<file path="src/rtl/dvr_defines.svh">
// constants for the dac digital volume register bank
// assumes inclusion by bare name from design files
`ifndef DVR_DEFINES_SVH
`define DVR_DEFINES_SVH
`define DVR_ADDR_W 7
`define DVR_DATA_W 9
`define DVR_CODE_W 8
`define DVR_NUM_CH 6
`define DVR_OFF_L1 7'h00
`define DVR_OFF_R1 7'h01
`define DVR_OFF_L2 7'h04
`define DVR_OFF_R2 7'h05
`define DVR_OFF_L3 7'h06
`define DVR_OFF_R3 7'h07
`define DVR_OFF_MASTER 7'h08
`define DVR_OFF_SWRESET 7'h1F
`define DVR_OFF_STATUS 7'h10
`define DVR_UPDATE_BIT 8
`define DVR_CODE_RESET 8'hFF
`define DVR_CODE_MUTE 8'h00
`define DVR_STEP_TENTHS_DB 5
`define DVR_FLOOR_TENTHS_DB 1270
`endif

</file>
<file path="src/rtl/dvr_pkg.sv">
// types for the dac digital volume register bank
// assumes dvr_defines.svh is on the include path
`include "dvr_defines.svh"
package dvr_pkg;
  typedef logic [`DVR_CODE_W-1:0] dvr_code_t;
  typedef struct packed {
    logic write;
    logic read;
    logic [`DVR_ADDR_W-1:0] addr;
    logic [`DVR_DATA_W-1:0] wdata;
  } dvr_bus_t;
  typedef struct packed {
    logic mute;
    logic [10:0] atten_tenths_db;
  } dvr_level_t;
  typedef enum logic [0:0] {
    DVR_RUN,
    DVR_HELD
  } dvr_mode_t;
endpackage

</file>
<file path="src/rtl/dvr_code_bank.sv">
// six-entry code store with registered read port
// assumes same clock and enable as the register bank
`timescale 1ns/100ps
`default_nettype none
`include "dvr_defines.svh"
module dvr_code_bank #(
  parameter int unsigned entries = `DVR_NUM_CH
) (
  input wire logic clock, // system clock
  input wire logic clock_enable, // freeze when low
  input wire logic reset, // sync reset, high
  input wire logic [entries-1:0] write_enable, // per-entry write
  input wire logic [entries-1:0][`DVR_CODE_W-1:0] write_data, // per-entry data
  input wire logic [$clog2(entries)-1:0] read_index, // read select
  output logic [`DVR_CODE_W-1:0] read_data, // registered read
  output logic [entries-1:0][`DVR_CODE_W-1:0] contents // all entries
);
  typedef struct packed {
    logic [entries-1:0][`DVR_CODE_W-1:0] mem;
    logic [`DVR_CODE_W-1:0] rd;
  } dvr_bank_state_t;
  dvr_bank_state_t state;
  dvr_bank_state_t next_state;
  always_comb begin
    next_state = state;
    for (int i = 0; i < entries; i++) begin
      if (write_enable[i]) begin
        next_state.mem[i] = write_data[i];
      end
    end
    next_state.rd = state.mem[read_index];
    if (reset) begin
      for (int i = 0; i < entries; i++) begin
        next_state.mem[i] = `DVR_CODE_RESET;
      end
      next_state.rd = `DVR_CODE_RESET;
    end
  end
  always_ff @(posedge clock) begin
    if (reset || clock_enable) begin
      state <= next_state;
    end
  end
  assign read_data = state.rd;
  assign contents = state.mem;
endmodule
`default_nettype wire

</file>
<file path="src/rtl/dvr_volume_regs.sv">
// dac digital volume register bank for six channels
// assumes a host on the same clock using the plain strobe port
// What this block does
// - six channel registers, eight-bit half-decibel codes
// - channel codes default to all ones
// - pair addresses 04/05 and 06/07
// - update clear parks code in latch
// - update set stores, commits all channels
// - master register at 08 sets all
// - master update bit behaves the same
// - code 00 mutes, 01 is -127 dB
// - write to 1F resets all registers
// - held in reset until next write
`timescale 1ns/100ps
`default_nettype none
`include "dvr_defines.svh"
module dvr_volume_regs (
  input wire logic clock, // 125 MHz system clock
  input wire logic clock_enable, // freezes all state when low
  input wire logic reset, // sync reset, high
  input wire dvr_pkg::dvr_bus_t bus, // host strobes, address, data
  output logic [`DVR_DATA_W-1:0] read_data, // read answer, cycle after strobe
  output dvr_pkg::dvr_code_t left_output_pair1, // applied code
  output dvr_pkg::dvr_code_t right_output_pair1, // applied code
  output dvr_pkg::dvr_code_t left_output_pair2, // applied code
  output dvr_pkg::dvr_code_t right_output_pair2, // applied code
  output dvr_pkg::dvr_code_t left_output_pair3, // applied code
  output dvr_pkg::dvr_code_t right_output_pair3, // applied code
  output logic [`DVR_NUM_CH-1:0] channel_mute, // applied code is mute
  output logic soft_reset_held // device held in reset
);
  import dvr_pkg::*;

  localparam int unsigned nch = `DVR_NUM_CH;

  ////////////////////////////////////////////////////////////////////////////
  // state
  typedef struct packed {
    logic [nch-1:0][`DVR_CODE_W-1:0] applied;
    logic [nch-1:0] mute;
    dvr_mode_t mode;
    logic [`DVR_DATA_W-1:0] rdata;
  } dvr_state_t;

  dvr_state_t state;
  dvr_state_t next_state;

  ////////////////////////////////////////////////////////////////////////////
  // decode
  logic [nch-1:0] hit;
  logic hit_master;
  logic hit_swreset;
  logic hit_status;
  logic update;
  logic [nch-1:0] latch_we;
  logic [nch-1:0][`DVR_CODE_W-1:0] latch_wd;
  logic [nch-1:0][`DVR_CODE_W-1:0] pending;
  logic [$clog2(nch)-1:0] rd_index;
  logic bank_reset;
  logic [`DVR_CODE_W-1:0] wcode;
  logic [nch-1:0][`DVR_ADDR_W-1:0] ch_off;

  assign ch_off[0] = `DVR_OFF_L1;
  assign ch_off[1] = `DVR_OFF_R1;
  assign ch_off[2] = `DVR_OFF_L2;
  assign ch_off[3] = `DVR_OFF_R2;
  assign ch_off[4] = `DVR_OFF_L3;
  assign ch_off[5] = `DVR_OFF_R3;

  assign hit_master = bus.addr == `DVR_OFF_MASTER;
  assign hit_swreset = bus.addr == `DVR_OFF_SWRESET;
  assign hit_status = bus.addr == `DVR_OFF_STATUS;
  // update bit only steers the commit, never stored
  assign update = bus.wdata[`DVR_UPDATE_BIT];
  assign wcode = bus.wdata[`DVR_CODE_W-1:0];

  genvar g;
  generate
    for (g = 0; g < nch; g++) begin : g_ch
      assign hit[g] = bus.addr == ch_off[g];
      // master write lands in every latch
      assign latch_we[g] = bus.write && !hit_swreset
                           && (hit[g] || hit_master);
      assign latch_wd[g] = wcode;
    end
  endgenerate

  // writes during the hold only release it
  // a frozen cycle must not clear the latches
  assign bank_reset = reset || (clock_enable && bus.write && hit_swreset) ||
                      (state.mode == DVR_HELD);

  always_comb begin
    rd_index = '0;
    for (int i = 0; i < nch; i++) begin
      if (hit[i]) begin
        rd_index = i[$clog2(nch)-1:0];
      end
    end
  end

  dvr_code_bank #(
    .entries(nch)
  ) i_dvr_code_bank (
    .clock(clock),
    .clock_enable(clock_enable),
    .reset(bank_reset),
    .write_enable(latch_we),
    .write_data(latch_wd),
    .read_index(rd_index),
    .read_data(),
    .contents(pending)
  );

  ////////////////////////////////////////////////////////////////////////////
  // next state
  always_comb begin
    next_state = state;
    next_state.rdata = '0;
    if (bus.read) begin
      if (|hit) begin
        // pending code, so read_data leaves a single flop
        next_state.rdata = {1'b0, pending[rd_index]};
      end else if (hit_master) begin
        next_state.rdata = {1'b0, state.applied[0]};
      end else if (hit_status) begin
        next_state.rdata = {{(`DVR_DATA_W-1){1'b0}}, state.mode == DVR_HELD};
      end
    end
    unique case (state.mode)
      DVR_RUN: begin
        if (bus.write && hit_swreset) begin
          next_state.mode = DVR_HELD;
          for (int i = 0; i < nch; i++) begin
            next_state.applied[i] = `DVR_CODE_RESET;
          end
        end else if (bus.write && update && ((|hit) || hit_master)) begin
          // commit all channels at once, taking this write's code too
          for (int i = 0; i < nch; i++) begin
            next_state.applied[i] = latch_we[i] ? wcode : pending[i];
          end
        end
      end
      DVR_HELD: begin
        // any completed write ends the hold; its content is discarded
        if (bus.write) begin
          next_state.mode = DVR_RUN;
        end
      end
    endcase
    for (int i = 0; i < nch; i++) begin
      next_state.mute[i] = next_state.applied[i] == `DVR_CODE_MUTE;
    end
    if (reset) begin
      for (int i = 0; i < nch; i++) begin
        next_state.applied[i] = `DVR_CODE_RESET;
        next_state.mute[i] = 1'b0;
      end
      next_state.mode = DVR_RUN;
      next_state.rdata = '0;
    end
  end

  always_ff @(posedge clock) begin
    if (reset || clock_enable) begin
      state <= next_state;
    end
  end

  ////////////////////////////////////////////////////////////////////////////
  // outputs
  assign read_data = state.rdata;
  assign left_output_pair1 = state.applied[0];
  assign right_output_pair1 = state.applied[1];
  assign left_output_pair2 = state.applied[2];
  assign right_output_pair2 = state.applied[3];
  assign left_output_pair3 = state.applied[4];
  assign right_output_pair3 = state.applied[5];
  assign channel_mute = state.mute;
  assign soft_reset_held = state.mode == DVR_HELD;
endmodule
`default_nettype wire

</file>
<file path="config.mk">
export PLATFORM = sky130hd
export DESIGN_NAME = dvr_volume_regs
export DESIGN_NICKNAME = d
export VERILOG_FILES = /design/src/rtl/dvr_pkg.sv /design/src/rtl/dvr_code_bank.sv /design/src/rtl/dvr_volume_regs.sv
export VERILOG_INCLUDE_DIRS = /design/src /design/src/rtl
export SDC_FILE = /design/constraint.sdc
export NUM_CORES = 1
export LEC_CHECK = 0
export CAP_MARGIN = 20
export CORE_ASPECT_RATIO = 0.6
export CORE_MARGIN = 2
export CORE_UTILIZATION = 45
export DETAILED_ROUTE_END_ITERATION = 10
export DONT_BUFFER_PORTS = 1
export PLACE_DENSITY = 0.58
export SLEW_MARGIN = 20
export SYNTH_ARGS = -nofsm -noshare
export SYNTH_HDL_FRONTEND = slang
export SYNTH_SLANG_ARGS = --single-unit
</file>
<file path="constraint.sdc">
create_clock -name clock -period 2.7 [get_ports clock]
set_clock_uncertainty 0.05 [all_clocks]
set_input_delay 0 -clock clock [delete_from_list [all_inputs] [get_ports clock]]
set_output_delay 0 -clock clock [all_outputs]
set_load 0.01 [all_outputs]
</file>
==> results.ini, run 1 <==
[run_status]
outcome=finished, final reports clean

[floorplanning]
dieWidth_um=157.1
die_area_um2=15070
core_um2=13710
ioPinCount=85
num_rows=33
die_height_um=95.89
initial_core_util_pct=46.19

[sta]
hold_viol=0
fin_setup_tns_ns=0
setup_violations=0
fin_crit_sh_pct=95.40
slew_viol_final=0
min_period_ns=2.576
worst_slack_ns=0.1242
tightest_slew_ns=0.6526
fmax_ghz=0.3882
rsz0062_at_grt=false
slew_headroom_pct=56.03

[worst_setup_path]
crit_chain=and3b_1, and4_4, buf_12, o211ai_1, a21o_1, dlygate4sd3_1
slowest_delay_ns=0.55
cp-start-kind=flop
arrival_ns=2.63
cpMaxStageDelayCell=dlygate4sd3_1
worst_setup_path_end_kind=flop
path_class=flop to flop
required_ns=2.76
worst-path-max-fanout=35

[cells_and_area]
fin_area_um2=7114
area_growth_pct=12.35
stdcell_count=777
drive_above_1_share_pct=9.231
n_antenna_cell=0
final_nets=601
fillCellCount=1247

[cts]
clk_latency_ns=0.35
htree_levels=3
postCtsSetupBuffers=0
cts_root_buf=clkbuf_16
cts.sinks=111
cts.clk_slew.worst_paths_ns=0.07
cts_tree=built
cts_buffer_depth=2
numCtsBuffers=9

[yosys]
synth_seq_area_share_pct=52.64
synth-simple-area-share_pct=16.99
avgSynthCellArea_um2=10.99
synth.area.mux_share_pct=9.702
synth_flop_cell=edfxtp_1
yosys.area_share.xor_xnor_pct=0.2766
synth_area_um2=6332
netlist-cell-type-count=61
yosys_warnings=0
synth_compound_area_share_pct=16.26
synth_top_family_by_area=simple AND/OR/NAND/NOR gates
ys_seq_elements=111
synth_edf_count=111
syn_inst=576
synthAdderAreaFrac_pct=0
ys_async_sr_fraction_pct=0
syn_nets=597

[route]
routed_wirelength_um=20650
postRouteAntennaNets=0
first_pass_iters=5
via_per_inst=6.499
first_iter_violations=620
via_count=5050
wl_per_cell_um=26.57
drc=0

[min_path]
hold_class=input pin to flop

[placement]
place_inst=745
gp_congestion=0.9288
dp_hpwl_um=13840
placed_area_um2=6613
io_buffers=0
pre_cts_slack_ns=0.1831

[global_route]
grt_pass1_vias=4745
grt_start_max_net_pins=38
antenna_found_initial=1
grt_pass1_wl_um=30420
grt_overflow=0
grtUsageTotal_pct=28.01

[run]
maxCapViolations=0

[power]
total_leakage_power_uw=0.002370
p_per_area_nw_per_um2=513.4
ir_worst_vdd_mv=0.3340

[path summary, 6_finish.rpt]
kind | start | cells past startpoint | slack (ns) | to
setup / recovery | soft_reset_held | 6 | 0.12 | right_output_pair2[3]
hold / removal | bus[10] | 3 | 0.02 | i_dvr_code_bank.contents[3]
setup reg to reg | soft_reset_held | 6 | 0.12 | right_output_pair2[3]
hold reg to reg | i_dvr_code_bank.contents[29] | 2 | 0.56 | i_dvr_code_bank.contents[29]
[synthesized netlist by cell type, types with 9 or more instances]
library cell | instances | area, um^2
a211oi_1 | 10 | 75.07
a21oi_1 | 19 | 95.09
buf_2 | 11 | 55.05
clkbuf_1 | 28 | 105.1
edfxtp_1 | 111 | 3333
inv_1 | 14 | 52.55
mux2i_1 | 55 | 550.5
nand2_1 | 66 | 247.7
nand2b_1 | 31 | 193.9
nor2_1 | 26 | 97.59
nor3_1 | 19 | 95.09
nor4_1 | 9 | 56.30
o211ai_1 | 20 | 150.1
o21ai_0 | 12 | 60.06
o2bb2ai_1 | 18 | 157.7
or3_1 | 9 | 56.30
[per-layer routing]
layer	vias to the layer above	global-route usage [%]	part of all wire (%)
met1	2476	41.85	45
li1	2232	-	-
met5	-	0	0
met4	0	7.879	2.1
met3	30	7.429	11
met2	312	39.91	41
[flip-flops by register name, summed over array words and instances (netlist names)]
| signal | count |
|---|---|
| i_dvr_code_bank.contents | 48 |
| left_output_pair2 | 8 |
| soft_reset_held | 1 |
| right_output_pair3 | 8 |
| channel_mute | 6 |
| left_output_pair3 | 8 |
| read_data | 8 |
| left_output_pair1 | 8 |
| right_output_pair1 | 8 |
| right_output_pair2 | 8 |
[placed cells by master (no fill, tap or decap), types with 4 or more instances in the layout]
master / instances
dlygate4sd3_1: 15
o21ai_0: 12
edfxtp_1: 111
buf_12: 4
or4_1: 4
and3b_1: 4
or3_1: 8
nand3_1: 8
a211oi_1: 9
o211ai_1: 20
nand2_1: 66
a21o_1: 8
buf_4: 21
mux2i_1: 55
clkbuf_16: 9
nor4_1: 8
nand4_1: 4
nor2_1: 26
a22oi_1: 4
o2bb2ai_1: 18
o2111ai_1: 6
nand2b_1: 31
a221o_1: 7
nor3b_1: 4
nor3_1: 19
a21oi_1: 19
inv_1: 14
[cell families (layout without fill, tap and decap cells)]
| logic type | after synthesis | after routing |
|---|---|---|
| AOI/OAI and AO/OA | 136 | 136 |
| and+or+nand+nor | 205 | 205 |
| buffers and inverters | 61 | 70 |
| DFF | 111 | 111 |
| muxes | 60 | 60 |
| other | 1 | 1 |
| xor gates and xnor gates | 2 | 2 |
[through the flow]
stage / hold WS (ns) / power, uW / util (%)
final: 0.01987 / 3653 / 51.90
after global routing: 0.04084 / 3725 / 51.90
after CTS: 0.008010 / 3663 / 51.89
after detailed placement: 0.1209 / 2121 / 48.24
after global placement: 0.1210 / 2119 / 48.24
after floorplan: 0.1565 / 2086 / -
[power by group]
group / internal, uW / leakage, uW / switching [uW] / total, uW
Sequential: 1900 / 0.000883 / 12.5 / 1920
Combinational: 66.9 / 0.00133 / 153 / 220
Clock: 907 / 0.000158 / 611 / 1520
Total: 2880 / 0.00237 / 776 / 3650
[final cells by class]
class	count	area, um^2	share of cell area [%]
clock inverters	4	93.84	1.319
well taps	192	240.2	3.377
inverters	14	52.55	0.7387
multi-input cells	404	2770	38.94
flip-flops and latches	111	3333	46.85
clock buffers	12	236.5	3.324
repair buffers	40	387.9	5.452
[critical path: cells and delay by family, from the launching register on]
family,cells,cell delay (ns)
buffers and inverters,2,0.77
flip-flops,1,0.38
AND/OR/NAND/NOR,2,0.76
AO/OA/AOI/OAI,2,0.34
[repair_timing]
item	4_1_cts	5_1_grt
gates resized for setup	0	1
hold buffers	16	0
setup endpoints to repair	0	1
endpoints found under the hold margin	85	0
(Power assumes the default switching activity.)
==> run 2: changes to the inputs <==
==> constraint.sdc (replaced) <==
create_clock -name clock -period 2.7 [get_ports clock]
set_clock_uncertainty 0.05 [all_clocks]
set_input_delay 0.54 -clock clock [delete_from_list [all_inputs] [get_ports clock]]
set_output_delay 0.54 -clock clock [all_outputs]
set_load 0.01 [all_outputs]
==> run 2 against run 1 <==
Critical path type is now input pin to flop. Critical endpoint is now channel_mute[1]. Final area grew 1.1%. Critical path depth unchanged. Sequential share of layout area fell by 0.50 points.
==> results.ini, run 2 (synthesized netlist as in run 1, its figures left out) <==
[run_status]
outcome=finished, final reports clean

[cells_and_area]
final_cell_mix=edfxtp_1, nand2_1, mux2i_1, buf_4, nand2b_1
n_antenna_cell=0
area_growth_pct=13.55
fillCellCount=1264
final_common_cell=edfxtp_1
largest_register_ffs=48
drive_above_1_share_pct=14.83
final_nets=616

[floorplanning]
die_area_um2=15070
core_um2=13710
initial_core_util_pct=46.19
dieWidth_um=157.1
ioPinCount=85
num_rows=33
die_height_um=95.89

[route]
drc=0
via_per_inst=6.265
first_iter_violations=526
routed_wirelength_um=19030
first_pass_iters=5
via_count=4962
postRouteAntennaNets=0
wl_per_cell_um=24.02

[power]
total_leakage_power_uw=0.002450
ir_worst_vdd_mv=0.2841
power_uw=3540
p_per_area_nw_per_um2=492.4

[worst_setup_path]
arrival_ns=2.74
cp-start-kind=input pin
path_class=input pin to flop
worst-path-max-fanout=7
r2r_slack_ns=0.28
required_ns=2.87
worst_setup_path_end_kind=flop

[global_route]
grt_pass1_vias=4783
antenna_found_initial=1
grt_start_max_net_pins=46
grtUsageTotal_pct=26.02
grt_overflow=0
grt_pass1_wl_um=28830

[sta]
slew_headroom_pct=32.96
tightest_slew_ns=1.002
rsz0062_at_grt=false
hold_slack_ns=0.3006
fin_crit_sh_pct=95.16
min_period_ns=2.569
fmax_ghz=0.3892
slew_viol_final=0
setup_violations=0
hold_viol=0

[placement]
io_buffers=0
dp_hpwl_um=13690
gp_congestion=0.9297

[min_path]
hold_class=input pin to flop

[run]
maxCapViolations=0

[cts]
hold_buffers=0
numCtsBuffers=9
clk_latency_ns=0.35
cts.sinks=111
htree_levels=3
cts_root_buf=clkbuf_16
cts_buffer_depth=2
cts.clk_slew.worst_paths_ns=0.08
cts_tree=built

-- run 2: cell count changes in the layout (fill, tap and decap cells not counted), moves of 2 or more --
cell | previous run | this run
clkinvlp_4 | 0 | 2
clkbuf_1 | 3 | 0
buf_4 | 21 | 51
dlygate4sd3_1 | 15 | 0
-- run 2: repair_timing --
item | in CTS | in global routing
setup endpoints to repair | 0 | 1
endpoints found under the hold margin | 0 | 0
setup buffers | 0 | 0
resized for setup | 0 | 1
-- run 2: layout make-up --
| type | count | area (um^2) | area share, % |
|---|---|---|---|
| Sequential cell | 111 | 3333 | 46.35 |
| Multi-Input combinational cell | 404 | 2780 | 38.66 |
| Clock buffer | 9 | 225.2 | 3.132 |
| Clock inverter | 7 | 96.34 | 1.340 |
| Timing Repair Buffer | 55 | 462.9 | 6.438 |
| Tap cell | 192 | 240.2 | 3.341 |
| Inverter | 14 | 52.55 | 0.7308 |
-- run 2: path summary, 6_finish.rpt --
check	depth (start not counted)	start	end
worst max-delay path	6	bus[14]	channel_mute[1]
worst min register to register	2	i_dvr_code_bank.contents[41]	i_dvr_code_bank.contents[41]
worst max register to register	6	soft_reset_held	channel_mute[5]
worst min-delay path	1	reset	right_output_pair2[4]
-- run 2: through the flow --
stage | setup WS [ns] | instance area (um^2) | TNS (ns) | instances | utilization [%]
final | 0.1307 | 7191 | 0 | 792 | 52.46
after global routing | 0.02052 | 7191 | 0 | 792 | 52.46
after floorplan | -0.05149 | 6341 | -0.06242 | 576 | -
after global placement | -0.1868 | 6863 | -1.845 | 776 | 50.06
after CTS | 0.1393 | 7184 | 0 | 792 | 52.41
after detailed placement | -0.2231 | 6863 | -2.484 | 776 | 50.06
-- run 2: metal layers --
layer / part of all wire, % / wire, um / up-vias / GRT usage [%]
met1: 46 / 8844 / 2449 / 38.34
met3: 11 / 2148 / 23 / 9.230
met4: 1.0 / 197 / 0 / 4.924
li1: - / - / 2261 / -
met2: 41 / 7835 / 229 / 36.99
met5: 0 / 0 / - / 0
-- run 2: critical path, stage by stage --
cell and delay (ns):
or4b_1 0.67, or4_1 0.69, buf_4 0.21, mux2_4 0.30, o22ai_2 0.13, and4_1 0.19
-- run 2: power by group --
group	internal (uW)	switching, uW	total [uW]
sequential	1900	12.5	1920
clock	816	634	1450
combinational	56.7	118	175
==> run 3: changes to the inputs <==
- CORE_MARGIN: 2 -> 1.5
- SYNTH_HIERARCHICAL: default -> 1
==> run 3 against run 2 <==
Final area is 5.0% lower. Cell count fell by 7.7%. Worst hold slack improved by 0.0095 ns. Largest cell class unchanged. Highest routed layer unchanged.
==> results.ini, run 3 <==
[worst_setup_path]
cp-start-kind=flop
worstRegToRegCells=6
worst_setup_path_end_kind=flop
worst-path-max-fanout=10
path_class=flop to flop
required_ns=2.82
arrival_ns=2.49

[yosys]
synth_area_um2=6304
avgSynthCellArea_um2=11.63
yosys_warnings=6
syn_inst=542
syn_nets=563

[sta]
tightest_slew_ns=0.7287
rsz0062_at_grt=false
slew_viol_final=0
fin_crit_sh_pct=87.77
fin_setup_tns_ns=0
fmax_ghz=0.4220
min_period_ns=2.370
setup_violations=0
hold_viol=0
slew_headroom_pct=51.42

[route]
wl_met2_um=7109
drc=0
first_iter_violations=511
first_pass_iters=7
wl_met3_um=2288
via_per_inst=6.233
routed_wirelength_um=18250
wl_met1_um=8552
top_layer=met4
via_count=4556
wl_per_cell_um=24.97
postRouteAntennaNets=0

[power]
p_sw_share_pct=23.10
p_switching_uw=874.1
total_leakage_power_uw=0.002317
ir_worst_vdd_mv=0.2969
clkPwrFrac_pct=39.1
power_frac_comb_pct=7.2
seqPwrFrac_pct=53.7
p_per_area_nw_per_um2=554.2
internal_power_uw=2910
power_uw=3784

[global_route]
grt_start_max_net_pins=30
grt_overflow=0
grt_pass1_vias=4272
grt_pass1_wl_um=26970
grtUsageTotal_pct=25.52
antenna_found_initial=0

[cts]
clk_latency_ns=0.35
postCtsSetupBuffers=0
cts_root_buf=clkbuf_16
numCtsBuffers=9
cts.clk_slew.worst_paths_ns=0.08
ctsResizeCount=0
cts_tree=built
cts.sinks=111
cts_buffer_depth=2
hold_buffers=0
htree_levels=3

[cells_and_area]
fillCellCount=1210
n_antenna_cell=0
largest_register_ffs=48
final_cell_mix=edfxtp_1, nand2_1, or2_2, mux2i_1, nand2b_1
drive_above_1_share_pct=22.45
final_nets=555
area_growth_pct=8.317
final_common_cell=edfxtp_1

[floorplanning]
initial_core_util_pct=46.12
core_um2=13670
die_height_um=94.68
ioPinCount=85
die_area_um2=14750
dieWidth_um=155.8
num_rows=33

[run_status]
outcome=finished, final reports clean

[placement]
gp_congestion=0.9286
dp_hpwl_um=13240
io_buffers=0

[min_path]
hold_class=input pin to flop
whs_path_depth=1

[run]
maxCapViolations=0

-- run 3: cell types whose count changed in the layout (fill, tap and decap cells not counted), moves of 8 or more --
cell       previous run  this run
or2_2                 3        49
buf_4                51        19
mux2i_1              55        35
o2bb2ai_1            18         0
nor3_1               19         7
o21ai_0              12        23
o22ai_1               3        14
nand2_1              66        56
nor2_1               26        17
a211oi_1              9         1
inv_1                14         6
mux4_2                0         8
-- run 3: final cells by class --
| type | count | area (um^2) | area share [%] |
|---|---|---|---|
| sequential | 111 | 3333 | 48.82 |
| multi-input combinational | 385 | 2741 | 40.15 |
| tap | 192 | 240.2 | 3.518 |
| clock buffer | 10 | 229.0 | 3.353 |
| timing repair buffer | 20 | 162.7 | 2.382 |
| clock inverter | 6 | 95.09 | 1.393 |
| inverter | 7 | 26.28 | 0.3848 |
-- run 3: worst max-delay path, stage by stage (launching register included) --
cell and delay [ns]:
edfxtp_1 0.54, nor2b_1 0.29, and4_1 0.49, buf_4 0.29, o21ai_0 0.13, a21oi_1 0.18
nor4b_2 0.22
-- run 3: power groups by stage --
stage | Combinational (uW) | Clock (uW) | Sequential (uW)
finish | 273 | 1480 | 2030
global route | 298 | 1540 | 2030
CTS | 272 | 1490 | 2030
detailed placement | 271 | 0 | 2070
global placement | 265 | 0 | 2070
floorplan | 234 | 0 | 2030
-- run 3: final timing paths --
path,startpoint,slack (ns),to
setup / recovery,soft_reset_held,0.33,channel_mute[5]
hold reg to reg,left_output_pair3[5],0.62,left_output_pair3[5]
setup reg to reg,soft_reset_held,0.33,channel_mute[5]
hold / removal,bus[7],0.31,i_dvr_code_bank/contents[15]
-- run 3: metrics by stage --
step | setup slack (ns) | instances | area, um^2 | utilization (%) | hold slack [ns]
final | 0.3301 | 731 | 6828 | 49.96 | 0.3102
after global routing | 0.1885 | 731 | 6828 | 49.96 | 0.2973
after CTS | 0.3485 | 731 | 6828 | 49.96 | 0.3012
after detailed placement | 0.03364 | 715 | 6504 | 47.59 | 0.5948
after global placement | 0.1419 | 715 | 6504 | 47.59 | 0.5914
after floorplan | 0.3297 | 542 | 6304 | - | 0.5628
-- run 3: layer usage --
metal / GRT usage [%] / vias up
li1: - / 2038
met1: 38.41 / 2249
met2: 33.67 / 246
met3: 9.592 / 23
met4: 6.905 / 0
met5: 0 / -
